### src/jtl_pkg.sv
// Functional notes
// - Region target low bits: index shifted two
// - Upper target bits from delay-slot address
// - Execute delay slot before the target
// - Region link jump writes PC+8 to 31
// - Register link jump writes PC+8 to rd
// - Omitted destination encodes register 31
// - Plain mode: low two bits fault at fetch
// - Compressed: mode from bit0, target bit0 cleared
// - Compressed: bit0 zero, bit1 one faults
// - Hint zero means ordinary execution
// - Software keeps source and destination distinct
// - No control transfer in delay slot
package jtl_pkg;
   localparam int XLEN = 32;
   localparam logic [5:0] OP_SPECIAL = 6'h00;
   localparam logic [5:0] OP_REGION_JUMP = 6'h02;
   localparam logic [5:0] OP_REGION_LINK = 6'h03;
   localparam logic [5:0] FN_REG_JUMP = 6'h08;
   localparam logic [5:0] FN_REG_LINK = 6'h09;
   localparam logic [4:0] LINK_REG = 5'h1F;
   localparam logic [4:0] HINT_DEFAULT = 5'h00;
   localparam logic [31:0] LINK_OFFSET = 32'h0000_0008;
   localparam logic [31:0] SLOT_OFFSET = 32'h0000_0004;
   localparam int REGION_LSB = 28;
   localparam logic [31:0] RESET_PC = 32'h0000_0000;
   localparam int OPC_MSB = 31;
   localparam int OPC_LSB = 26;
   localparam int RS_LSB = 21;
   localparam int RD_LSB = 11;
   localparam int HINT_LSB = 6;
   typedef enum logic [1:0]
   {
      JTL_IDLE = 2'b00,
      JTL_SLOT = 2'b01
   } jtl_state_e;
endpackage : jtl_pkg

### src/jtl_if.sv
interface jtl_if;
   logic instr_valid;
   logic [31:0] instr;
   logic [31:0] instr_pc;
   logic [31:0] src_value;
   logic [4:0] src_sel;
   logic redirect;
   logic [31:0] target;
   logic [1:0] instruction_set_select;
   logic fetch_addr_error;
   logic link_we;
   logic [4:0] link_sel;
   logic [31:0] link_value;
   logic busy;
   modport device (input instr_valid, input instr, input instr_pc, input src_value,
                   output src_sel, output redirect, output target,
                   output instruction_set_select, output fetch_addr_error,
                   output link_we, output link_sel, output link_value, output busy);
   modport host (output instr_valid, output instr, output instr_pc, output src_value,
                 input src_sel, input redirect, input target,
                 input instruction_set_select, input fetch_addr_error,
                 input link_we, input link_sel, input link_value, input busy);
endinterface : jtl_if

### src/jtl_device.sv
module jtl_device #(
   parameter bit HAS_COMPRESSED = 1'b0
) (
   input wire logic CLK,
   input wire logic RST,
   jtl_if.device LNK,
   output logic [31:0] JUMPS_DONE
);
   jtl_pkg::jtl_state_e state_r, state_nxt;
   logic [31:0] target_r;
   logic [1:0] isa_r;
   logic fault_r;
   logic redirect_r;
   logic link_we_r;
   logic [4:0] link_sel_r;
   logic [31:0] link_value_r;
   logic [31:0] count_r;

   ////////////////////////////////////////////////////////////////////////////
   wire [5:0] opc = LNK.instr[jtl_pkg::OPC_MSB:jtl_pkg::OPC_LSB];
   wire [5:0] fn = LNK.instr[5:0];
   wire [4:0] rs = LNK.instr[jtl_pkg::RS_LSB +: 5];
   wire [4:0] rd = LNK.instr[jtl_pkg::RD_LSB +: 5];
   wire [4:0] hint = LNK.instr[jtl_pkg::HINT_LSB +: 5];
   wire is_special = opc == jtl_pkg::OP_SPECIAL;
   wire hint_ok = hint == jtl_pkg::HINT_DEFAULT;
   wire is_rj = is_special && fn == jtl_pkg::FN_REG_JUMP && hint_ok;
   wire is_rl = is_special && fn == jtl_pkg::FN_REG_LINK && hint_ok;
   wire is_aj = opc == jtl_pkg::OP_REGION_JUMP;
   wire is_al = opc == jtl_pkg::OP_REGION_LINK;
   wire take = LNK.instr_valid && state_r == jtl_pkg::JTL_IDLE
               && (is_rj || is_rl || is_aj || is_al);
   wire [31:0] slot_pc = LNK.instr_pc + jtl_pkg::SLOT_OFFSET;
   wire [31:0] region_tgt = {slot_pc[31:jtl_pkg::REGION_LSB], LNK.instr[25:0], 2'b00};
   wire [31:0] src = LNK.src_value;
   wire [31:0] reg_tgt = HAS_COMPRESSED ? {src[31:1], 1'b0} : src;
   wire reg_fault = HAS_COMPRESSED ? (!src[0] && src[1]) : (src[1:0] != 2'b00);
   wire is_reg = is_rj || is_rl;
   assign LNK.src_sel = rs;

   ////////////////////////////////////////////////////////////////////////////
   // Slot executes before target
   always_comb
   begin
      state_nxt = state_r;
      case (state_r)
         jtl_pkg::JTL_IDLE:
         begin
            if (take && !LNK.instr_valid)
               state_nxt = jtl_pkg::JTL_IDLE;
            else if (take)
               state_nxt = jtl_pkg::JTL_SLOT;
         end
         jtl_pkg::JTL_SLOT:
         begin
            if (LNK.instr_valid)
               state_nxt = jtl_pkg::JTL_IDLE;
         end
         default: state_nxt = jtl_pkg::JTL_IDLE;
      endcase
   end

   always_ff @(posedge CLK)
   begin
      if (RST)
      begin
         state_r <= jtl_pkg::JTL_IDLE;
         target_r <= jtl_pkg::RESET_PC;
         isa_r <= 2'b00;
         fault_r <= 1'b0;
         redirect_r <= 1'b0;
         link_we_r <= 1'b0;
         link_sel_r <= 5'h00;
         link_value_r <= 32'h0000_0000;
         count_r <= 32'h0000_0000;
      end
      else
      begin
         state_r <= state_nxt;
         // Redirect pulses once the slot has been accepted
         redirect_r <= state_r == jtl_pkg::JTL_SLOT && LNK.instr_valid;
         link_we_r <= take && (is_al || is_rl);
         if (take)
         begin
            target_r <= is_reg ? reg_tgt : region_tgt;
            fault_r <= is_reg && reg_fault;
            if (is_reg && HAS_COMPRESSED)
               isa_r <= {1'b0, src[0]};
            link_sel_r <= is_al ? jtl_pkg::LINK_REG : rd;
            link_value_r <= LNK.instr_pc + jtl_pkg::LINK_OFFSET;
            count_r <= count_r + 32'h0000_0001;
         end
      end
   end

   assign LNK.redirect = redirect_r;
   assign LNK.target = target_r;
   assign LNK.instruction_set_select = isa_r;
   // Fault is held from the cycle after the jump is taken until the next jump; the host samples it with the redirect
   assign LNK.fetch_addr_error = fault_r;
   assign LNK.link_we = link_we_r;
   assign LNK.link_sel = link_sel_r;
   assign LNK.link_value = link_value_r;
   assign LNK.busy = state_r == jtl_pkg::JTL_SLOT;
   assign JUMPS_DONE = count_r;
endmodule : jtl_device

### src/flat_wrapper.sv
// flat-port wrapper written by rule: the top's interface ports become plain ports
module jtl_device_flat 
#(
   parameter bit HAS_COMPRESSED = 1'b0
)
  (CLK, RST, JUMPS_DONE, LNK_instr_valid, LNK_instr, LNK_instr_pc, LNK_src_value, LNK_src_sel, LNK_redirect, LNK_target, LNK_instruction_set_select, LNK_fetch_addr_error, LNK_link_we, LNK_link_sel, LNK_link_value, LNK_busy);
  jtl_if LNK_i ();
  input wire logic CLK;
  input wire logic RST;
  output logic [31:0] JUMPS_DONE;
  input wire logic [$bits(LNK_i.instr_valid)-1:0] LNK_instr_valid;
  input wire logic [$bits(LNK_i.instr)-1:0] LNK_instr;
  input wire logic [$bits(LNK_i.instr_pc)-1:0] LNK_instr_pc;
  input wire logic [$bits(LNK_i.src_value)-1:0] LNK_src_value;
  output wire logic [$bits(LNK_i.src_sel)-1:0] LNK_src_sel;
  output wire logic [$bits(LNK_i.redirect)-1:0] LNK_redirect;
  output wire logic [$bits(LNK_i.target)-1:0] LNK_target;
  output wire logic [$bits(LNK_i.instruction_set_select)-1:0] LNK_instruction_set_select;
  output wire logic [$bits(LNK_i.fetch_addr_error)-1:0] LNK_fetch_addr_error;
  output wire logic [$bits(LNK_i.link_we)-1:0] LNK_link_we;
  output wire logic [$bits(LNK_i.link_sel)-1:0] LNK_link_sel;
  output wire logic [$bits(LNK_i.link_value)-1:0] LNK_link_value;
  output wire logic [$bits(LNK_i.busy)-1:0] LNK_busy;
  assign LNK_i.instr_valid = LNK_instr_valid;
  assign LNK_i.instr = LNK_instr;
  assign LNK_i.instr_pc = LNK_instr_pc;
  assign LNK_i.src_value = LNK_src_value;
  assign LNK_src_sel = LNK_i.src_sel;
  assign LNK_redirect = LNK_i.redirect;
  assign LNK_target = LNK_i.target;
  assign LNK_instruction_set_select = LNK_i.instruction_set_select;
  assign LNK_fetch_addr_error = LNK_i.fetch_addr_error;
  assign LNK_link_we = LNK_i.link_we;
  assign LNK_link_sel = LNK_i.link_sel;
  assign LNK_link_value = LNK_i.link_value;
  assign LNK_busy = LNK_i.busy;
  jtl_device #(.HAS_COMPRESSED(HAS_COMPRESSED)) u_core (.CLK(CLK), .RST(RST), .LNK(LNK_i), .JUMPS_DONE(JUMPS_DONE));
endmodule
### config.mk
export PLATFORM = sky130hd
export DESIGN_NAME = jtl_device_flat
export DESIGN_NICKNAME = d
export VERILOG_FILES = /design/src/jtl_pkg.sv /design/src/jtl_if.sv /design/src/jtl_device.sv /design/src/flat_wrapper.sv
export SDC_FILE = /design/constraint.sdc
export NUM_CORES = 1
export LEC_CHECK = 0
export BUFFER_PORTS_ARGS = -buffer_cell sky130_fd_sc_hd__buf_2
export CAP_MARGIN = 5
export CORE_MARGIN = 2
export CORE_UTILIZATION = 52
export DETAILED_ROUTE_END_ITERATION = 8
export PLACE_DENSITY = 0.87
export SYNTH_ARGS = -nofsm -noshare
export SYNTH_HDL_FRONTEND = slang
export SYNTH_SLANG_ARGS = --single-unit
### constraint.sdc
create_clock -name CLK -period 5.4 [get_ports CLK]
set_clock_uncertainty 0.15 [all_clocks]
set_input_delay 1.35 -clock CLK [delete_from_list [all_inputs] [get_ports CLK]]
set_output_delay 1.35 -clock CLK [all_outputs]
set_load 0.01 [all_outputs]
==> reports/qor.txt, run 1 <==
Num rows -> 35
Power Density -> 240.2 nW/um^2
Worst vdd ir -> 0.1568 mV
Multi-input logic area -> 2626 um^2
Fillers -> 797
DRC -> 0
Die area -> 10,390 um^2
Clock sink total -> 105
First-pass GRT wire length -> 21,950 um
CTS Buf Count -> 9
Final Hold Fails -> 0
DIE HEIGHT -> 101.9 um
Crit. End Element -> register
Total wire length -> 14,040 um
Combinational share of power -> 0.082
Via count -> 5,051
RSZ-0062 raised after global routing -> false
Port bufs -> 208
CTS tree -> built
N_diodes -> 0
GRT overflow -> 0
Synth unique cells -> 43
Htree depth -> 3
Die Wd -> 101.9 um
Vias in the first global route -> 4,689
Via density -> 5.594
Drt first pass iters -> 4
Final setup fails -> 0
Largest net degree at the start of global routing -> 86
Antenna-violating nets left -> 0
Worst Path Max Fanout -> 85
Final nets -> 870
Post-Synthesis Cells -> 592
Minimum clock period -> 3.555 ns
Post-synth EDFFs -> 0
DR iter-0 viols -> 265
Max-cap violations -> 0
Final HPWL DP -> 10,480 um
Clock power share -> 0.395
Gr usage total -> 0.2631
Post-CTS setup buffers -> 0
Latest clock arrival within the worst-skew pair -> 0.36 ns
Syn_area_per_cell -> 8.424 um^2
Number of antenna violations at the first check in global routing -> 0
Root Driver -> clkbuf_8
WS Path Type -> primary input to register
Layout cells sized above 1 -> 0.3075
Cts repair resizes -> 0
IO Count -> 211
Total power -> 1.498 mW
Outcome -> completed
Placed cell count -> 887
Initial Util -> 0.5372
Gpl congestion -> 0.8898
Clock-pin slew on the worst setup and hold paths -> 0.11 ns
Synthesized flop and latch total -> 105
YS warnings -> 0
Slew margin rel. -> 0.3188
Sequential area share after synthesis -> 0.4215
Top_reg_cell synth -> dfxtp_1
Fmax -> 281.3 MHz
Leakage power -> 2.504 nW
CP required -> 5.50 ns
Synth Cell Area -> 4987 um^2
Data arrival, critical path -> 3.66 ns
Max clock buf depth -> 2
Worst-margin pin slew -> 1.022 ns
Hold buffers post-CTS -> 0
Period utilization -> 0.6582
Hold Path Class -> register to register
Sequential power share -> 0.523
Sw Share -> 0.2369
Max-slew violation count -> 0
Routed len/inst -> 15.54 um
NetSw -> 0.3550 mW
Internal power -> 1.143 mW
Register area -> 2102 um^2
Core ar. -> 9284 um^2
Async SR Flop Fraction -> 0
Fin Setup TNS -> 0 ns
Layout area overhead -> 25.06%
Final Instance Count excl. Fillers -> 903
Startpoint types -> primary input
per-stage QoR:
stage | area [um^2] | hold slack (ns) | setup WS [ns] | utilization
2_1_floorplan | 4991 | 0.3261 | 2.431 | -
3_3_place_gp | 5988 | 0.2862 | 1.691 | 0.6450
3_5_place_dp | 5988 | 0.2982 | 1.549 | 0.6450
4_1_cts | 6237 | 0.3177 | 1.944 | 0.6718
5_1_grt | 6237 | 0.3303 | 1.637 | 0.6718
6_report | 6237 | 0.3153 | 1.845 | 0.6718
final timing paths:
| check | startpoint | endpoint | slack, ns | cells past startpoint |
|---|---|---|---|---|
| min reg2reg | u_core.LNK.target[0] | u_core.LNK.target[0] | 0.32 | 2 |
| max reg2reg | u_core.JUMPS_DONE[11] | u_core.JUMPS_DONE[28] | 2.93 | 5 |
| min | u_core.LNK.target[0] | u_core.LNK.target[0] | 0.32 | 2 |
| max | LNK_instr[6] | u_core.LNK.target[14] | 1.85 | 7 |
final cells by class:
| class | count | area share |
|---|---|---|
| multi-input combinational | 435 | 0.4211 |
| sequential | 105 | 0.3370 |
| timing repair buffer | 210 | 0.1713 |
| tap | 129 | 0.02588 |
| clock inverter | 7 | 0.02006 |
| clock buffer | 9 | 0.01986 |
| inverter | 8 | 0.004814 |
cell usage in the layout (no fill, tap or decap), types with 3 or more instances in the layout:
cell and n:
and4_1 5, xnor2_1 15, o221ai_1 4, buf_2 208, o21ai_1 16, bufinv_16 3, a211oi_1 39, nor3_1 28
and3_1 6, inv_1 8, or3_1 18, clkbuf_8 9, mux2i_1 17, nand2_1 35, nand4_1 29, o21ai_0 16
xor2_1 28, nand3_1 30, and2_1 3, a21oi_1 43, nor2_1 69, nor4_1 8, dfxtp_1 105
cells by family (layout without fill, tap and decap cells):
family / Yosys count / after routing / share of synthesized area
buffers and inverters: 53 / 234 / 0.05444
DFF: 105 / 105 / 0.4215
adders and majority gates: 2 / 2 / 0.005017
xor gates and xnor gates: 43 / 43 / 0.07552
AOI/OAI and AO/OA: 122 / 122 / 0.1483
other: 1 / 2 / 0.0007519
muxes: 18 / 18 / 0.03638
and+or+nand+nor: 248 / 248 / 0.2582
flip-flops by register name, summed over array words and instances, names as in the netlist:
name,count
u_core.JUMPS_DONE,32
u_core.LNK.fetch_addr_error,1
u_core.LNK.link_sel,5
u_core.LNK.link_value,32
u_core.LNK.link_we,1
u_core.LNK.redirect,1
u_core.LNK.target,32
u_core.state_r,1
routing by layer:
layer / part of all wire / vias up / global-route usage / wire, um
li1: - / 2485 / - / -
met1: 0.41 / 2352 / 0.3075 / 5767
met2: 0.50 / 195 / 0.4808 / 7040
met3: 0.073 / 19 / 0.06088 / 1027
met4: 0.014 / 0 / 0.07487 / 199
met5: 0 / - / 0 / 0
critical path: stages:
cell and delay (ns):
buf_2 0.12, nor4_2 0.39, a31oi_2 0.29, nor2_4 0.73, buf_12 0.39, nor2_1 0.08
a211oi_1 0.27
power by group through the flow:
stage | sequential (mW) | clock (mW) | combinational [mW]
CTS | 0.783 | 0.600 | 0.122
finish | 0.783 | 0.592 | 0.123
detailed placement | 0.801 | 0 | 0.121
floorplan | 0.804 | 0 | 0.0520
global placement | 0.801 | 0 | 0.118
global route | 0.784 | 0.632 | 0.134
synthesized netlist by cell type (2+ instances only):
master / count / area, um^2
a21oi_1: 43 / 215.2
nor4_2: 2 / 25.02
nand4_1: 29 / 181.4
nand3_1: 30 / 150.1
and3_1: 6 / 37.54
or3_1: 18 / 112.6
nor4_1: 8 / 50.05
and2_1: 3 / 18.77
buf_1: 2 / 7.510
dfxtp_1: 105 / 2102
a211oi_1: 39 / 292.8
nor3_1: 28 / 140.1
buf_4: 15 / 112.6
clkbuf_1: 15 / 56.30
xor2_1: 28 / 245.2
buf_2: 13 / 65.06
nand4_2: 2 / 25.02
ha_1: 2 / 25.02
inv_1: 8 / 30.03
and4_1: 6 / 52.55
o21ai_0: 16 / 80.08
nor2_1: 70 / 262.8
mux2i_1: 17 / 170.2
o221ai_1: 4 / 35.03
xnor2_1: 15 / 131.4
nor2b_1: 2 / 12.51
o21ai_1: 16 / 80.08
nand2_1: 35 / 131.4
Power figures use the tool's default switching activity.
==> run 2, diff against run 1 <==
--- a/config.mk
+++ b/config.mk
@@ -5,12 +5,13 @@
 export SDC_FILE = /design/constraint.sdc
 export NUM_CORES = 1
 export LEC_CHECK = 0
+export ABC_AREA = 1
 export BUFFER_PORTS_ARGS = -buffer_cell sky130_fd_sc_hd__buf_2
 export CAP_MARGIN = 5
 export CORE_MARGIN = 2
-export CORE_UTILIZATION = 52
+export CORE_UTILIZATION = 51
 export DETAILED_ROUTE_END_ITERATION = 8
-export PLACE_DENSITY = 0.87
+export PLACE_DENSITY = 0.82
 export SYNTH_ARGS = -nofsm -noshare
 export SYNTH_HDL_FRONTEND = slang
 export SYNTH_SLANG_ARGS = --single-unit
==> constraint.sdc (replaced) <==
create_clock -name CLK -period 3.4 [get_ports CLK]
set_clock_uncertainty 0.15 [all_clocks]
set_input_delay 0.85 -clock CLK [delete_from_list [all_inputs] [get_ports CLK]]
set_output_delay 0.85 -clock CLK [all_outputs]
set_load 0.01 [all_outputs]
==> reports/qor.txt, run 2 <==
Outcome -> completed (unchanged)
Synth cell count leaders -> 398 x nand2_1, 198 x nor2_1, 105 x dfxtp_1, 72 x inv_1, 68 x a21oi_1 (was 105 x dfxtp_1, 70 x nor2_1, 43 x a21oi_1, 39 x a211oi_1, 35 x nand2_1)
Hold Path Class -> register to register (unchanged)
Port bufs -> 208 (unchanged)
Routed len/inst -> 12.89 um (was 15.54 um)
Worst Path Max Fanout -> 28 (was 85)
Synthesized flop and latch total -> 105 (unchanged)
Syn_area_per_cell -> 5.978 um^2 (was 8.424 um^2)
Clock sink total -> 105 (unchanged)
Most frequent cells in the layout -> 398 x nand2_1, 208 x buf_2, 198 x nor2_1, 105 x dfxtp_1, 72 x inv_1 (was 208 x buf_2, 105 x dfxtp_1, 69 x nor2_1, 43 x a21oi_1, 39 x a211oi_1)
Data arrival, critical path -> 2.49 ns (was 3.66 ns)
Startpoint types -> primary input (unchanged)
Max clock buf depth -> 2 (unchanged)
Crit. End Element -> register (unchanged)
Largest net degree at the start of global routing -> 62 (was 86)
Clock-pin slew on the worst setup and hold paths -> 0.07 ns (was 0.11 ns)
Post-Synthesis Cells -> 1,021 (was 592)
Max-slew violation count -> 0 (unchanged)
Initial Util -> 0.5278 (was 0.5372)
Layout area overhead -> 22.02% (was 25.06%)
Synth Cell Area -> 6103 um^2 (was 4987 um^2)
Sequential area share after synthesis -> 0.3444 (was 0.4215)
Top cells by area, synth -> dfxtp_1 34%, nand2_1 24%, nor2_1 12%, a21oi_1 5.6%, inv_1 4.4% (was dfxtp_1 42%, a211oi_1 5.9%, nor2_1 5.3%, xor2_1 4.9%, a21oi_1 4.3%)
Final nets -> 1,305 (was 870)
CTS Buf Count -> 9 (unchanged)
Slew margin rel. -> 0.5644 (was 0.3188)
Die area -> 12,860 um^2 (was 10,390 um^2)
Total wire length -> 17,430 um (was 14,040 um)
Gpl congestion -> 0.9443 (was 0.8898)
Gr usage total -> 0.2760 (was 0.2631)
GRT overflow -> 0 (unchanged)
Period utilization -> 0.6959
Total power -> 2.613 mW (was 1.498 mW)
Htree depth -> 3 (unchanged)
Most numerous cell in the Yosys netlist -> nand2_1 (was dfxtp_1)
N_diodes -> 0 (unchanged)
Worst-margin pin slew -> 0.6527 ns (was 1.022 ns)
Num rows -> 39 (was 35)
Placed cell count -> 1,336 (was 887)
DR iter-0 viols -> 524 (was 265)
Layout cells sized above 1 -> 0.2018 (was 0.3075)
Drt first pass iters -> 6 (was 4)
Post-CTS setup buffers -> 0 (unchanged)
Async SR Flop Fraction -> 0 (unchanged)
Worst vdd ir -> 0.2260 mV (was 0.1568 mV)
Fmax -> 422.6 MHz
YS warnings -> 0 (unchanged)
DRC -> 0 (unchanged)
Minimum clock period -> 2.366 ns
Cts repair resizes -> 0 (unchanged)
Via density -> 5.050 (was 5.594)
Power Density -> 350.9 nW/um^2 (was 240.2 nW/um^2)
Final Hold Fails -> 0 (unchanged)
Final Instance Count excl. Fillers -> 1,352 (was 903)
Root Driver -> clkbuf_16 (was clkbuf_8)
DIE HEIGHT -> 113.4 um (was 101.9 um)
Core ar. -> 11,560 um^2 (was 9284 um^2)
Commonest non-fill, non-tap cell in the layout -> nand2_1 (was buf_2)
Fin Setup TNS -> 0 ns (unchanged)
Die Wd -> 113.4 um (was 101.9 um)
First-pass GRT wire length -> 28,680 um (was 21,950 um)
Number of antenna violations at the first check in global routing -> 1 (was 0)
Final setup fails -> 0 (unchanged)
Post-synth EDFFs -> 0 (unchanged)
Area leader, netlist -> dfxtp_1 (unchanged)
WS Path Type -> primary input to register (unchanged)
Vias in the first global route -> 6,190 (was 4,689)
Latest clock arrival within the worst-skew pair -> 0.35 ns (was 0.36 ns)
Top_reg_cell synth -> dfxtp_1 (unchanged)
Final HPWL DP -> 13,330 um (was 10,480 um)
Antenna-violating nets left -> 0 (unchanged)
Max-cap violations -> 0 (unchanged)
Synth top area share -> 0.3444 (was 0.4215)
Hold buffers post-CTS -> 0 (unchanged)
Leakage power -> 3.588 nW (was 2.504 nW)
CTS tree -> built (unchanged)
Synth unique cells -> 28 (was 43)
IO Count -> 211 (unchanged)
Via count -> 6,828 (was 5,051)
CP required -> 3.53 ns (was 5.50 ns)
RSZ-0062 raised after global routing -> false (unchanged)
[run 2: cell types whose count changed in the layout (fill, tap and decap cells not counted), moves of 8 or more]
cell | previous run | this run
nand4_1 | 29 | 8
a21oi_1 | 43 | 68
nor3_1 | 28 | 1
a211oi_1 | 39 | 0
inv_1 | 8 | 72
or3_1 | 18 | 0
o21ai_0 | 16 | 29
clkbuf_16 | 0 | 9
nor4_1 | 8 | 0
mux2i_1 | 17 | 0
xor2_1 | 28 | 18
nand2_1 | 35 | 398
nand3_1 | 30 | 38
nor2_1 | 69 | 198
[run 2: metal layers]
layer / part of all wire / routed length, um / global-route usage / vias up
met3: 0.069 / 1200 / 0.06323 / 39
met5: 0.00063 / 11 / 0 / -
li1: - / - / - / 3525
met2: 0.48 / 8309 / 0.4739 / 247
met1: 0.43 / 7475 / 0.3340 / 3015
met4: 0.025 / 429 / 0.1138 / 2
[run 2: worst paths after layout]
| check | startpoint | to | slack, ns | depth (start not counted) |
|---|---|---|---|---|
| worst max-delay path | LNK_instr[29] | u_core.LNK.target[11] | 1.03 | 11 |
| worst min-delay path | u_core.LNK.target[1] | u_core.LNK.target[1] | 0.31 | 2 |
| worst max register to register | u_core.JUMPS_DONE[1] | u_core.JUMPS_DONE[28] | 1.36 | 10 |
| worst min register to register | u_core.LNK.target[1] | u_core.LNK.target[1] | 0.31 | 2 |
[run 2: power by group]
group	internal, mW	total [mW]	leakage, nW	switching [mW]
clock	0.683	1.14	0.162	0.459
combinational	0.0896	0.229	2.58	0.139
sequential	1.24	1.24	0.846	0.00474
total	2.01	2.61	3.59	0.603
[run 2: layout make-up]
type	count	area, um^2
fillers	1161	4118
clock inverters	5	77.57
multi-input cells	800	3456
flip-flops and latches	105	2102
repair buffers	215	1106
clock buffers	11	252.7
well taps	143	178.9
inverters	73	274.0
[run 2: kinds of logic after synthesis]
kind of cell	synth area share
adders and majority gates	0.004099
DFF	0.3444
and+or+nand+nor	0.4262
buffers and inverters	0.09204
AOI/OAI and AO/OA	0.09246
other	0.0006144
xor gates and xnor gates	0.04018
[run 2: worst max-delay path, stage by stage]
cell	delay [ns]
buf_2	0.10
nor2_2	0.20
nand2_1	0.10
nor2_1	0.13
nand2_2	0.09
buf_4	0.23
inv_2	0.38
nand2_1	0.12
nand2_1	0.08
nand2_1	0.04
a21oi_1	0.15
[run 2: metrics by stage]
stage / cell area (um^2) / hold slack [ns] / util / setup WS [ns]
CTS: 7447 / 0.3128 / 0.6439 / 1.068
global route: 7447 / 0.3328 / 0.6439 / 0.8441
floorplan: 6107 / 0.3284 / - / 1.262
detailed placement: 7117 / 0.3022 / 0.6154 / 0.6952
finish: 7447 / 0.3104 / 0.6439 / 1.034
global placement: 7117 / 0.3007 / 0.6154 / 0.7491
